===== src/rtl/pixel_port_pkg.sv =====
// Purpose: shared constants and types of the pixel port and clock control block
// Assumes: 8-bit register port, one pixel clock
// Notes:
package pixel_port_pkg;

	localparam logic [3:0] REG_CMD1   = 4'h0;
	localparam logic [3:0] REG_CMD2   = 4'h4;
	localparam logic [3:0] REG_MODE   = 4'h8;
	localparam logic [3:0] REG_STATUS = 4'hc;

	localparam logic [7:0] CMD1_RESET = 8'h20;
	localparam logic [7:0] CMD2_RESET = 8'h10;
	localparam logic [7:0] MODE_RESET = 8'h00;

	localparam int unsigned WORD_W     = 24;
	localparam int unsigned WORDS      = 4;
	localparam int unsigned SEL_W      = 8;
	localparam int unsigned PIX_MAX    = 8;
	localparam logic [2:0]  FIXED_PHASE = 3'h2;

	typedef struct packed {
		logic sync_on_blue_en;
		logic sync_on_red_en;
		logic sync_on_green_en;
		logic calib_per_vsync_en;
		logic tri_level_enable_bypass_hi;
		logic bypass_mode_lo;
		logic select_function_hi;
		logic select_function_lo;
	} cmd1_t;

	typedef struct packed {
		logic [1:0] prg_div_sel;
		logic       mux_rate_sel_hi;
		logic       mux_rate_sel_lo;
		logic [3:0] palette_color_mode;
	} cmd2_t;

	typedef struct packed {
		logic [3:0] spare;
		logic       palette_match_bit1;
		logic       palette_match_bit0;
		logic       calib_trigger_bit;
		logic       calib_arm_bit;
	} mode_t;

	typedef enum logic [1:0] {MUX_2, MUX_4, MUX_8} mux_t;
	typedef enum logic [1:0] {SEL_PALETTE, SEL_BYPASS, SEL_OVERLAY, SEL_IGNORE} sel_func_t;
	typedef enum logic [1:0] {CAL_IDLE, CAL_ARMED, CAL_WAIT_EDGE} cal_state_t;

	typedef struct packed {
		logic [WORDS*WORD_W-1:0] color;
		logic [SEL_W-1:0]        palette_select;
		logic                    blank_n;
		logic                    sync_n;
		logic                    tri_level_sync_n;
	} capture_t;

	typedef struct packed {
		logic       shutdown;
		logic       bypass;
		logic [1:0] overlay_idx;
	} pix_ctl_t;

	typedef struct packed {
		logic [WORD_W-1:0] color;
		logic [3:0]        color_mode;
		pix_ctl_t          ctl;
		logic              blank;
		logic [2:0]        sync_rgb;
		logic [2:0]        tri_level_sync_n_rgb;
	} video_out_t;

endpackage


===== src/rtl/pixel_port.sv =====
// Purpose: multiplexed pixel input port with clock control
// Assumes: pixel_latch_strobe and pixel inputs synchronous to clk
// Notes: clk is the selected pixel clock (external or PLL)
`timescale 1ns/100ps
module pixel_port
	import pixel_port_pkg::*;
(
	// clock and reset
	input  wire logic                    clk,
	input  wire logic                    reset,
	// register port
	input  wire logic [3:0]              reg_addr,
	input  wire logic [7:0]              reg_wdata,
	input  wire logic                    reg_write,
	input  wire logic                    reg_read,
	output logic [7:0]                   reg_rdata,
	// pixel inputs
	input  wire logic                    pixel_latch_strobe,
	input  wire logic [WORDS*WORD_W-1:0] pixel_color,
	input  wire logic [SEL_W-1:0]        palette_select,
	input  wire logic                    blank_n,
	input  wire logic                    sync_n,
	input  wire logic                    tri_level_sync_n,
	// clock outputs and shift clock input
	output logic                         latch_strobe_out,
	output logic                         programmable_clock_out,
	input  wire logic                    shift_clock_in,
	output logic                         gated_shift_clock_out,
	// video towards the palette and converters
	output video_out_t                   video_out,
	output logic                         digital_sync_out
);

	logic [7:0]          cmd1_q;
	logic [7:0]          cmd2_q;
	logic [7:0]          mode_q;
	cmd1_t               cmd1;
	cmd2_t               cmd2;
	mode_t               mode;
	cmd2_t               cmd2_wr;
	mode_t               mode_wr;
	logic [2:0]          wr_last_pix;
	mux_t                rate;
	sel_func_t           func;
	logic                pseudo8;
	logic [2:0]          phase;
	logic [2:0]          last_pix;
	logic                strobe_q;
	logic                strobe_edge;
	capture_t            hold_q;
	capture_t            shift_q;
	logic                hold_full_q;
	logic                unload;
	logic [2:0]          unload_phase_q;
	logic [2:0]          pix_idx_q;
	logic                active_q;
	cal_state_t          cal_state_q;
	logic                calib_done_q;
	logic                sync_seen_q;
	logic                vsync_start;
	logic [1:0]          ps_bits;
	logic [WORD_W-1:0]   pix_color;
	pix_ctl_t            pix_ctl;
	logic [2:0]          sync_en;

	// rate select bits {hi, lo} to multiplex rate
	function automatic mux_t decode_rate(input logic [1:0] sel);
		mux_t r;
		unique case (sel)
			2'h0:    r = MUX_2;
			2'h2:    r = MUX_8;
			default: r = MUX_4;
		endcase
		return r;
	endfunction

	// index of the last pixel in one load
	function automatic logic [2:0] last_index(input mux_t r);
		logic [2:0] idx;
		unique case (r)
			MUX_2:   idx = 3'h1;
			MUX_8:   idx = 3'h7;
			default: idx = 3'h3;
		endcase
		return idx;
	endfunction

	// select pair of pixel j from a byte laid out as {ps1 x4, ps0 x4}
	function automatic logic [1:0] pair_bits(input logic [7:0] v, input logic [1:0] j);
		return {v[3'h4 + {1'b0, j}], v[j]};
	endfunction

	assign cmd1 = cmd1_t'(cmd1_q);
	assign cmd2 = cmd2_t'(cmd2_q);
	assign mode = mode_t'(mode_q);

	// views of the byte being written
	assign cmd2_wr     = cmd2_t'(reg_wdata);
	assign mode_wr     = mode_t'(reg_wdata);
	assign wr_last_pix = last_index(decode_rate({cmd2_wr.mux_rate_sel_hi, cmd2_wr.mux_rate_sel_lo}));

	// mux rate and select function decode
	always_comb begin
		rate = decode_rate({cmd2.mux_rate_sel_hi, cmd2.mux_rate_sel_lo});
		unique case ({cmd1.select_function_hi, cmd1.select_function_lo})
			2'h0: func = SEL_PALETTE;
			2'h1: func = SEL_BYPASS;
			2'h2: func = SEL_OVERLAY;
			2'h3: func = SEL_IGNORE;
		endcase
	end

	// 8:1 implies 8-bit pseudo colour
	assign pseudo8 = (rate == MUX_8);
	assign last_pix = last_index(rate);
	assign sync_en = {cmd1.sync_on_blue_en, cmd1.sync_on_green_en, cmd1.sync_on_red_en};

	clock_divider u_div (
		.clk                    (clk),
		.reset                  (reset),
		.rate                   (rate),
		.prg_div_sel            (cmd2.prg_div_sel),
		.phase                  (phase),
		.latch_strobe_out       (latch_strobe_out),
		.programmable_clock_out (programmable_clock_out)
	);

	// register writes
	always_ff @(posedge clk) begin
		if (reset) begin
			cmd1_q <= CMD1_RESET;
			cmd2_q <= CMD2_RESET;
			mode_q <= MODE_RESET;
		end else if (reg_write) begin
			unique case (reg_addr)
				REG_CMD1: cmd1_q <= reg_wdata;
				REG_CMD2: cmd2_q <= reg_wdata;
				REG_MODE: mode_q <= reg_wdata;
				default: ;
			endcase
		end
	end

	// register reads, data one cycle later
	always_ff @(posedge clk) begin
		if (reset) begin
			reg_rdata <= 8'h00;
		end else if (reg_read) begin
			unique case (reg_addr)
				REG_CMD1:   reg_rdata <= cmd1_q;
				REG_CMD2:   reg_rdata <= cmd2_q;
				REG_MODE:   reg_rdata <= mode_q;
				REG_STATUS: reg_rdata <= {2'h0, hold_full_q, cal_state_q != CAL_IDLE,
				                          calib_done_q, unload_phase_q};
				default:    reg_rdata <= 8'h00;
			endcase
		end else begin
			reg_rdata <= 8'h00;
		end
	end

	// strobe edge detect and capture
	assign strobe_edge = pixel_latch_strobe & ~strobe_q;

	always_ff @(posedge clk) begin
		if (reset) begin
			strobe_q <= 1'b0;
		end else begin
			strobe_q <= pixel_latch_strobe;
		end
	end

	always_ff @(posedge clk) begin
		if (reset) begin
			hold_q <= '0;
		end else if (strobe_edge) begin
			hold_q.color            <= pixel_color;
			hold_q.palette_select   <= palette_select;
			hold_q.blank_n          <= blank_n;
			hold_q.sync_n           <= sync_n;
			hold_q.tri_level_sync_n <= tri_level_sync_n;
		end
	end

	// a load waits for the next unload slot, so any strobe phase works
	assign unload = hold_full_q && (phase == unload_phase_q);

	always_ff @(posedge clk) begin
		if (reset) begin
			hold_full_q <= 1'b0;
		end else if (strobe_edge) begin
			hold_full_q <= 1'b1;
		end else if (unload) begin
			hold_full_q <= 1'b0;
		end
	end

	// vertical sync start for per-sync calibration
	assign vsync_start = strobe_edge & ~sync_n & sync_seen_q;

	always_ff @(posedge clk) begin
		if (reset) begin
			sync_seen_q <= 1'b0;
		end else if (strobe_edge) begin
			sync_seen_q <= sync_n;
		end
	end

	// calibration sequencing
	always_ff @(posedge clk) begin
		if (reset) begin
			cal_state_q <= CAL_IDLE;
		end else begin
			unique case (cal_state_q)
				CAL_IDLE: begin
					if (reg_write && reg_addr == REG_MODE && mode_wr.calib_arm_bit) begin
						cal_state_q <= CAL_ARMED;
					end else if (cmd1.calib_per_vsync_en && !mode.calib_trigger_bit && vsync_start) begin
						cal_state_q <= CAL_WAIT_EDGE;
					end
				end
				CAL_ARMED: begin
					if (reg_write && reg_addr == REG_MODE && mode_wr.calib_trigger_bit) begin
						cal_state_q <= CAL_WAIT_EDGE;
					end
				end
				CAL_WAIT_EDGE: begin
					if (strobe_edge) begin
						cal_state_q <= CAL_IDLE;
					end
				end
				default: cal_state_q <= CAL_IDLE;
			endcase
		end
	end

	// place unload one cycle after the observed edge
	always_ff @(posedge clk) begin
		if (reset) begin
			unload_phase_q <= FIXED_PHASE;
			calib_done_q   <= 1'b0;
		end else if (cal_state_q == CAL_WAIT_EDGE && strobe_edge) begin
			unload_phase_q <= (phase + 3'h1) & last_pix;
			calib_done_q   <= 1'b1;
		end else if (reg_write && reg_addr == REG_CMD2) begin
			// fixed slot must fit the rate being written, else no load is ever unloaded
			unload_phase_q <= FIXED_PHASE & wr_last_pix;
			calib_done_q   <= 1'b0;
		end
	end

	// serialiser on the pixel clock
	always_ff @(posedge clk) begin
		if (reset) begin
			shift_q   <= '0;
			pix_idx_q <= 3'h0;
			active_q  <= 1'b0;
		end else if (unload) begin
			shift_q   <= hold_q;
			pix_idx_q <= 3'h0;
			active_q  <= 1'b1;
		end else if (pix_idx_q != last_pix) begin
			pix_idx_q <= pix_idx_q + 3'h1;
		end else begin
			active_q  <= 1'b0;
		end
	end

	// per-pixel colour and select bits
	always_comb begin
		pix_color = '0;
		ps_bits   = 2'h0;
		if (pseudo8) begin
			if (pix_idx_q[2]) begin
				pix_color = {16'h0000, shift_q.color[pix_idx_q[1:0]*WORD_W+8 +: 8]};
				// extra selects for pixels 4 to 7 on the blue byte of the first word, used only at 8:1
				ps_bits   = pair_bits(shift_q.color[7:0], pix_idx_q[1:0]);
			end else begin
				pix_color = {16'h0000, shift_q.color[pix_idx_q[1:0]*WORD_W+16 +: 8]};
				ps_bits   = pair_bits(shift_q.palette_select, pix_idx_q[1:0]);
			end
		end else begin
			pix_color = shift_q.color[pix_idx_q[1:0]*WORD_W +: WORD_W];
			ps_bits   = pair_bits(shift_q.palette_select, pix_idx_q[1:0]);
		end
	end

	pixel_select_decode u_sel (
		.func    (func),
		.pseudo8 (pseudo8),
		.match   ({mode.palette_match_bit1, mode.palette_match_bit0}),
		.ps      (ps_bits),
		.ctl     (pix_ctl)
	);

	// video output stage, sync follows the same pipeline
	always_ff @(posedge clk) begin
		if (reset) begin
			video_out        <= '0;
			digital_sync_out <= 1'b1;
		end else begin
			video_out.color       <= active_q ? pix_color : '0;
			video_out.color_mode  <= cmd1.bypass_mode_lo ? {cmd1.tri_level_enable_bypass_hi,
			                         cmd1.bypass_mode_lo, 2'h0} : cmd2.palette_color_mode;
			video_out.ctl         <= pix_ctl;
			video_out.blank       <= ~shift_q.blank_n;
			video_out.sync_rgb    <= {3{~shift_q.sync_n}} & sync_en;
			video_out.tri_level_sync_n_rgb <= {3{cmd1.tri_level_enable_bypass_hi & ~shift_q.tri_level_sync_n}}
			                         & sync_en;
			digital_sync_out      <= shift_q.sync_n;
		end
	end

	// shift clock gated by blank
	always_ff @(posedge clk) begin
		if (reset) begin
			gated_shift_clock_out <= 1'b0;
		end else begin
			gated_shift_clock_out <= shift_clock_in & blank_n;
		end
	end

endmodule


===== src/rtl/clock_divider.sv =====
// Purpose: load strobe and programmable clock dividers
// Assumes: one pixel clock, rates from the command registers
// Notes: strobe and programmable clock outputs registered (phase is not), rising together at count zero
`timescale 1ns/100ps
module clock_divider
	import pixel_port_pkg::*;
(
	// clock and reset
	input  wire logic       clk,
	input  wire logic       reset,
	// settings
	input  wire mux_t       rate,
	input  wire logic [1:0] prg_div_sel,
	// outputs
	output logic [2:0]      phase,
	output logic            latch_strobe_out,
	output logic            programmable_clock_out
);

	logic [4:0] tick_q;
	logic [4:0] tick_d;
	logic [2:0] mask;
	logic [4:0] prg_mask;

	always_comb begin
		unique case (rate)
			MUX_2:   mask = 3'h1;
			MUX_8:   mask = 3'h7;
			default: mask = 3'h3;
		endcase
		unique case (prg_div_sel)
			2'h0: prg_mask = 5'h03;
			2'h1: prg_mask = 5'h07;
			2'h2: prg_mask = 5'h0f;
			2'h3: prg_mask = 5'h1f;
		endcase
	end

	assign tick_d = tick_q + 5'h1;
	assign phase  = tick_q[2:0] & mask;

	always_ff @(posedge clk) begin
		if (reset) begin
			tick_q <= 5'h00;
		end else begin
			tick_q <= tick_d;
		end
	end

	// high for first half of each period
	always_ff @(posedge clk) begin
		if (reset) begin
			latch_strobe_out       <= 1'b0;
			programmable_clock_out <= 1'b0;
		end else begin
			latch_strobe_out       <= (tick_d[2:0] & mask) <= (mask >> 1);
			programmable_clock_out <= (tick_d & prg_mask) <= (prg_mask >> 1);
		end
	end

endmodule


===== src/rtl/pixel_select_decode.sv =====
// Purpose: per-pixel meaning of the two select bits
// Assumes: select function already decoded
// Notes: combinational
`timescale 1ns/100ps
module pixel_select_decode
	import pixel_port_pkg::*;
(
	// setup
	input  wire sel_func_t  func,
	input  wire logic       pseudo8,
	input  wire logic [1:0] match,
	// pixel select bits {ps1, ps0}
	input  wire logic [1:0] ps,
	// result
	output pix_ctl_t        ctl
);

	always_comb begin
		ctl = '0;
		unique case (func)
			SEL_PALETTE: ctl.shutdown = (ps != match);
			SEL_BYPASS: begin
				if (ps[0]) begin
					ctl.overlay_idx = 2'h1;
				end else begin
					ctl.bypass = ps[1] & ~pseudo8;
				end
			end
			SEL_OVERLAY: ctl.overlay_idx = ps;
			SEL_IGNORE:  ctl = '0;
		endcase
	end

endmodule


===== config.mk =====
export PLATFORM = sky130hd
export DESIGN_NAME = pixel_port
export DESIGN_NICKNAME = d
export VERILOG_FILES = /design/src/rtl/pixel_port_pkg.sv /design/src/rtl/pixel_port.sv /design/src/rtl/clock_divider.sv /design/src/rtl/pixel_select_decode.sv
export SDC_FILE = /design/constraint.sdc
export NUM_CORES = 1
export LEC_CHECK = 0
export BUFFER_PORTS_ARGS = -buffer_cell sky130_fd_sc_hd__buf_4
export CAP_MARGIN = 20
export CORE_MARGIN = 5
export CORE_UTILIZATION = 40
export DETAILED_ROUTE_END_ITERATION = 10
export PLACE_DENSITY = 0.68
export REMOVE_ABC_BUFFERS = 1
export SYNTH_ARGS = -nofsm -noshare
export SYNTH_HDL_FRONTEND = slang
export SYNTH_HIERARCHICAL = 1
export SYNTH_SLANG_ARGS = --single-unit

===== constraint.sdc =====
create_clock -name clk -period 2.3 [get_ports clk]
set_input_delay 0 -clock clk [delete_from_list [all_inputs] [get_ports clk]]
set_output_delay 0 -clock clk [all_outputs]
set_load 0.02 [all_outputs]

==> metrics.cfg, run 1 <==
[status]
outcome=finished clean

[layout]
mostFrequentLayoutCells=304 x dfxtp_1, 249 x nand2_1, 193 x buf_4
post-route-cell-area_um2=15900
area_growth_pct=35.2
drive_gt1_frac=0.196
num-nets-final=1645
n_fill_cell=2492
final_common_cell=dfxtp_1
finish.utilization=0.551
fin_cells=1922

[synth]
synth_edf_count=0
synth_ff_type=dfxtp_1
async_flop_share=0
synth.area.top_cells=dfxtp_1 52%, mux2i_1 11%, nand2_1 7.9%
synth_top_cell_by_area=dfxtp_1
avgSynthCellArea_um2=9.57
ys_seq_area_frac=0.521
yosysWarnings=6
netlist.area_leader.share=0.521
synth_cell_types=56
syn_area_um2=11800
synthCells=1230
ys_ff_latch=306

[sta]
rsz0062_at_grt=false
drv_slew=0
post-route-period-util=0.917
setup_viol=0
finalWorstSetupSlack_ps=191
min_period_ps=2110
max_freq_mhz=474
hold_ws_ps=275
final.setup.tns_ps=0
slew_headroom=0.399
clock_skew_ps=24.6
hold_violations=0
worst_slew_pin_slew_ps=902

[setup_path]
cp-end-kind=flip-flop
critical_path_class=flip-flop to flip-flop
crit_top_cell=buf_12
crit_path_end=shift_q[73]$_SDFFE_PP0P_
r2r_cells=10
r2r-start=cmd2[4]$_SDFFE_PP1P_
slowest_stage=dfxtp_1
max_stage_delay_ps=340
r2r_slack_ps=190
cp-start-kind=flip-flop
critPathLaunch=cmd2[4]$_SDFFE_PP1P_
critical_path_required_ps=2670
cp_top_family=simple AND/OR/NAND/NOR gates
r2r_end=shift_q[73]$_SDFFE_PP0P_
cp_num_buf_inv=3
worstPathMaxFanout=39
path_cells=and2b_1, inv_1, nand2_1, and2_1, xnor2_1, nand4_1, buf_12, buf_12, mux2i_1, nor2_1
cp_num_cells=10
critPathArrivalTime_ps=2480

[grt]
grt_usage=0.176
grt_pass1_vias=9308
grt_max_degree=190
grt_first_pass_wirelength_mm=48.3
overflow=0
antenna_found_initial=2

[power_and_ir_drop]
p_switching_mw=2.84
p_clk_frac=0.453
p_total_mw=12.3
p_per_area_nw_per_um2=773
power.share.switching=0.231
leakage_nw=7.19
ir_drop_mv=0.531
pwr-share-seq=0.453
comb_power_share=0.094
p_int_mw=9.47

[placement]
dpl_cell_area_um2=13500
place_ws_ps=201
io_buffers=175
gp_congestion=0.821
dpl.cell_count=1729
dp_hpwl_mm=18.9

[clock_network]
clockBufferDepth=3
cts-htree-levels=2
cts_setup_buffers=0
insertion_delay_ps=520
cts_tree=yes
clockRootBuffer=clkbuf_16
numCtsBuffers=34
cts_sinks=306
clk_pin_slew_worst_paths_ps=60

[die]
die-area_um2=33000
die_w_um=182
core_um2=28900
rows=62
start_util=0.408
ios=176
die_height_um=182

[detailed_routing]
drt_iter0_drc=438
drtAntennaViolNets=0
drcViolationCount=0
via_count=9401
drt_wl_total_mm=29.8
wl_per_cell_um=15.5
vias_per_cell=4.89
dr.pass1.iters=5

[hold_path]
min_path_cells=4
min_path_type=primary input to flip-flop

[run]
maxCapViolCount=0

-- per-layer routing --
metal | GRT usage | wire length, um | part of all wire
met2 | 0.289 | 14000 | 0.47
met5 | 0 | 0 | 0
met4 | 0.0465 | 561 | 0.019
met1 | 0.240 | 13600 | 0.46
met3 | 0.0358 | 1670 | 0.056
-- worst min-delay path by stage --
stage,startpoint,endpoint,slack (ps)
5_1_grt,pixel_color[43],hold_q[54]$_SDFFE_PP0N_,290
2_1_floorplan,reset,u_div/tick_q[0]$_SDFF_PP0_,70
6_report,pixel_color[17],hold_q[28]$_SDFFE_PP0N_,270
4_1_cts,pixel_color[67],hold_q[78]$_SDFFE_PP0N_,250
3_5_place_dp,shift_clock_in,gated_shift_clock_out$_SDFF_PP0_,250
3_3_place_gp,shift_clock_in,gated_shift_clock_out$_SDFF_PP0_,240
-- flip-flops by register name, indices dropped and copies added (netlist names) --
| name | cells |
|---|---|
| shift_q | 107 |
| hold_q | 106 |
| video_out | 39 |
| cmd1 | 8 |
| cmd2 | 8 |
| mode | 8 |
| reg_rdata | 8 |
| u_div/tick_q | 5 |
| pix_idx_q | 3 |
| unload_phase_q | 3 |
| cal_state_q | 2 |
| active_q | 1 |
| calib_done_q | 1 |
| digital_sync_out | 1 |
| gated_shift_clock_out | 1 |
| hold_full_q | 1 |
| strobe_q | 1 |
| sync_seen_q | 1 |
| u_div/latch_strobe_out | 1 |
| u_div/programmable_clock_out | 1 |
-- repair_timing --
action	CTS	global route
hold endpoints to repair	151	0
resized for setup	0	0
hold buffers	129	0
setup endpoints to repair	0	0
-- cells by family (layout without fill, tap and decap cells) --
group / after synthesis / after routing / share of synthesized area
AO/OA/AOI/OAI: 160 / 160 / 0.0761
XOR/XNOR: 10 / 10 / 0.00808
adder cells (fa/ha/maj): 10 / 10 / 0.0106
buffers and inverters: 96 / 401 / 0.0401
flip-flops: 306 / 306 / 0.521
multiplexers: 163 / 163 / 0.169
other: 0 / 3 / 0
AND/OR/NAND/NOR: 485 / 485 / 0.176
-- power by group through the flow --
stage | sequential (mW) | combinational (mW) | clock, mW
detailed placement | 5.69 | 0.986 | 0
CTS | 5.57 | 1.16 | 5.70
global route | 5.59 | 1.27 | 5.94
global placement | 5.69 | 0.973 | 0
floorplan | 5.72 | 0.486 | 0
finish | 5.58 | 1.16 | 5.57
-- Yosys cell counts (all sizes together) (8+ instances only) --
cell / count
a21oi: 127
a22oi: 8
and2: 24
buf: 49
clkbuf: 38
dfxtp: 306
ha: 10
inv: 9
mux2i: 133
mux4: 28
nand2: 249
nand3: 14
nor2: 154
nor2b: 9
-- worst register-to-register path, cell delays in order, from the launching register on --
cell,delay [ps]
dfxtp_1,340
and2b_1,200
inv_1,70
nand2_1,60
and2_1,180
xnor2_1,140
nand4_1,200
buf_12,170
buf_12,290
mux2i_1,270
nor2_1,50
-- area by class of cell --
class,instances,area (um2),share of cell area
sequential,306,6130,0.385
tap,384,480,0.0302
multi-input combinational,828,5190,0.326
clock inverter,14,191,0.0120
inverter,9,33.8,0.00212
timing repair buffer,331,2910,0.183
antenna,3,7.51,0.000472
clock buffer,47,970,0.0609
No activity file was read; power rests on OpenSTA's default activity.
==> run 2: changes to the inputs <==
==> constraint.sdc (replaced) <==
create_clock -name clk -period 2.5 [get_ports clk]
set_input_delay 0 -clock clk [delete_from_list [all_inputs] [get_ports clk]]
set_output_delay 0 -clock clk [all_outputs]
set_load 0.02 [all_outputs]
==> metrics.cfg, run 2 (same netlist as run 1, synthesis figures left out) <==
[layout]
top_register=shift_q
post-route-cell-area_um2=15900
multi_input_area_um2=5190
largest_reg_flops=107
num-nets-final=1660
num_antenna_cells=0
mostFrequentLayoutCells=304 x dfxtp_1, 249 x nand2_1, 184 x buf_4
reg_top3=shift_q: 107 flops, hold_q: 106 flops, video_out: 39 flops
seqCellArea_um2=6130
finish.utilization=0.553
area_growth_pct=35.5
drive_gt1_frac=0.185
final_common_cell=dfxtp_1
n_fill_cell=2520

[sta]
setup_viol=0
drv_slew=0
hold_violations=0
min_period_ps=2210
worst_slew_pin_slew_ps=1020
slew_headroom=0.316
post-route-period-util=0.884
max_freq_mhz=453
rsz0062_at_grt=false
clock_skew_ps=8.40

[setup_path]
slowest_stage=dfxtp_1
max_stage_delay_ps=330
cp-end-kind=flip-flop
path_cells=and2b_1, inv_1, nand2_1, and2_1, xnor2_1, nand4_1, buf_12, buf_12, mux2i_1, nor2_1
worstPathMaxFanout=38
critPathArrivalTime_ps=2630
crit_top_cell=buf_12
critical_path_required_ps=2920
critical_path_class=flip-flop to flip-flop
cp-start-kind=flip-flop

[clock_network]
numCtsBuffers=31
cts_tree=yes
insertion_delay_ps=560
cts_setup_buffers=0
clk_pin_slew_worst_paths_ps=60
clockBufferDepth=3
clockRootBuffer=clkbuf_16
cts_sinks=306
cts-htree-levels=1

[grt]
grt_first_pass_wirelength_mm=48.7
overflow=0
grt_max_degree=165
grt_pass1_vias=9473
antenna_found_initial=0
grt_usage=0.176

[detailed_routing]
drcViolationCount=0
drtAntennaViolNets=0
via_count=9483
wl_per_cell_um=15.6
vias_per_cell=4.91
drt_wl_total_mm=30.1
drt_iter0_drc=473
dr.pass1.iters=5

[status]
outcome=finished clean

[power_and_ir_drop]
p_per_area_nw_per_um2=666
p_switching_mw=2.53
p_clk_frac=0.414
p_int_mw=8.09
ir_drop_mv=0.522
power.share.switching=0.238
leakage_nw=7.21
pwr-share-seq=0.485
comb_power_share=0.101
p_total_mw=10.6

[placement]
dp_hpwl_mm=18.4
io_buffers=175
gp_congestion=0.846
dpl_cell_area_um2=13400

[die]
ios=176
rows=62
die_height_um=182
core_um2=28900
start_util=0.408
die_w_um=182
die-area_um2=33000

[run]
maxCapViolCount=0

[hold_path]
min_path_type=primary input to flip-flop

[run 2: cell types whose count changed in the layout (fill, tap and decap cells not counted), moves of 3 or more]
cell,delta
bufinv_16,-4
buf_4,-9
clkbuf_16,-3
dlygate4sd3_1,+26
clkbuf_1,+3
diode_2,-3
[run 2: timing repair]
action,CTS,global route
gates resized for setup,0,0
hold buffers,155,0
endpoints found under the hold margin,167,0
setup endpoints to repair,0,0
[run 2: final cells by class]
class	instances	area share
inverter	9	0.00212
tap	384	0.0301
sequential	306	0.384
clock inverter	10	0.00463
clock buffer	47	0.0568
timing repair buffer	349	0.197
multi-input combinational	828	0.325
[run 2: path summary, 6_finish.rpt]
check,from,depth (start not counted),slack [ps],endpoint
setup reg to reg,cmd2[4]$_SDFFE_PP1P_,10,290,shift_q[37]$_SDFFE_PP0P_
hold / removal,reg_wdata[5],3,230,cmd1[5]$_SDFFE_PP1P_
setup / recovery,cmd2[4]$_SDFFE_PP1P_,10,290,shift_q[37]$_SDFFE_PP0P_
hold reg to reg,shift_q[2]$_SDFFE_PP0P_,1,420,video_out[6]$_SDFF_PP0_
[run 2: power by group through the flow]
stage	Sequential, mW	Combinational [mW]	Clock, mW
3_3_place_gp	5.25	0.865	0
2_1_floorplan	5.26	0.447	0
4_1_cts	5.15	1.07	4.49
6_report	5.15	1.07	4.40
3_5_place_dp	5.26	0.879	0
5_1_grt	5.17	1.17	4.70
[run 2: metal layers]
layer	vias to the layer above	share of wire	GRT usage
met2	225	0.48	0.296
li1	4731	-	-
met1	4477	0.46	0.238
met5	-	0	0
met3	50	0.048	0.0298
met4	0	0.021	0.0402
[run 2: critical path: cells and delay by family, from the launching register on]
kind | cells | cell delay (ps)
AND/OR/NAND/NOR | 5 | 690
buffers and inverters | 3 | 600
XOR/XNOR | 1 | 150
flip-flops | 1 | 330
multiplexers | 1 | 220
[run 2: through the flow]
step	std cells	hold WS, ps	setup WS, ps	TNS [ps]
floorplan	1143	66.7	-4510	-662870
global placement	1720	239	355	0
detailed placement	1720	242	326	0
CTS	1932	203	314	0
global route	1933	233	169	0
finish	1933	234	291	0
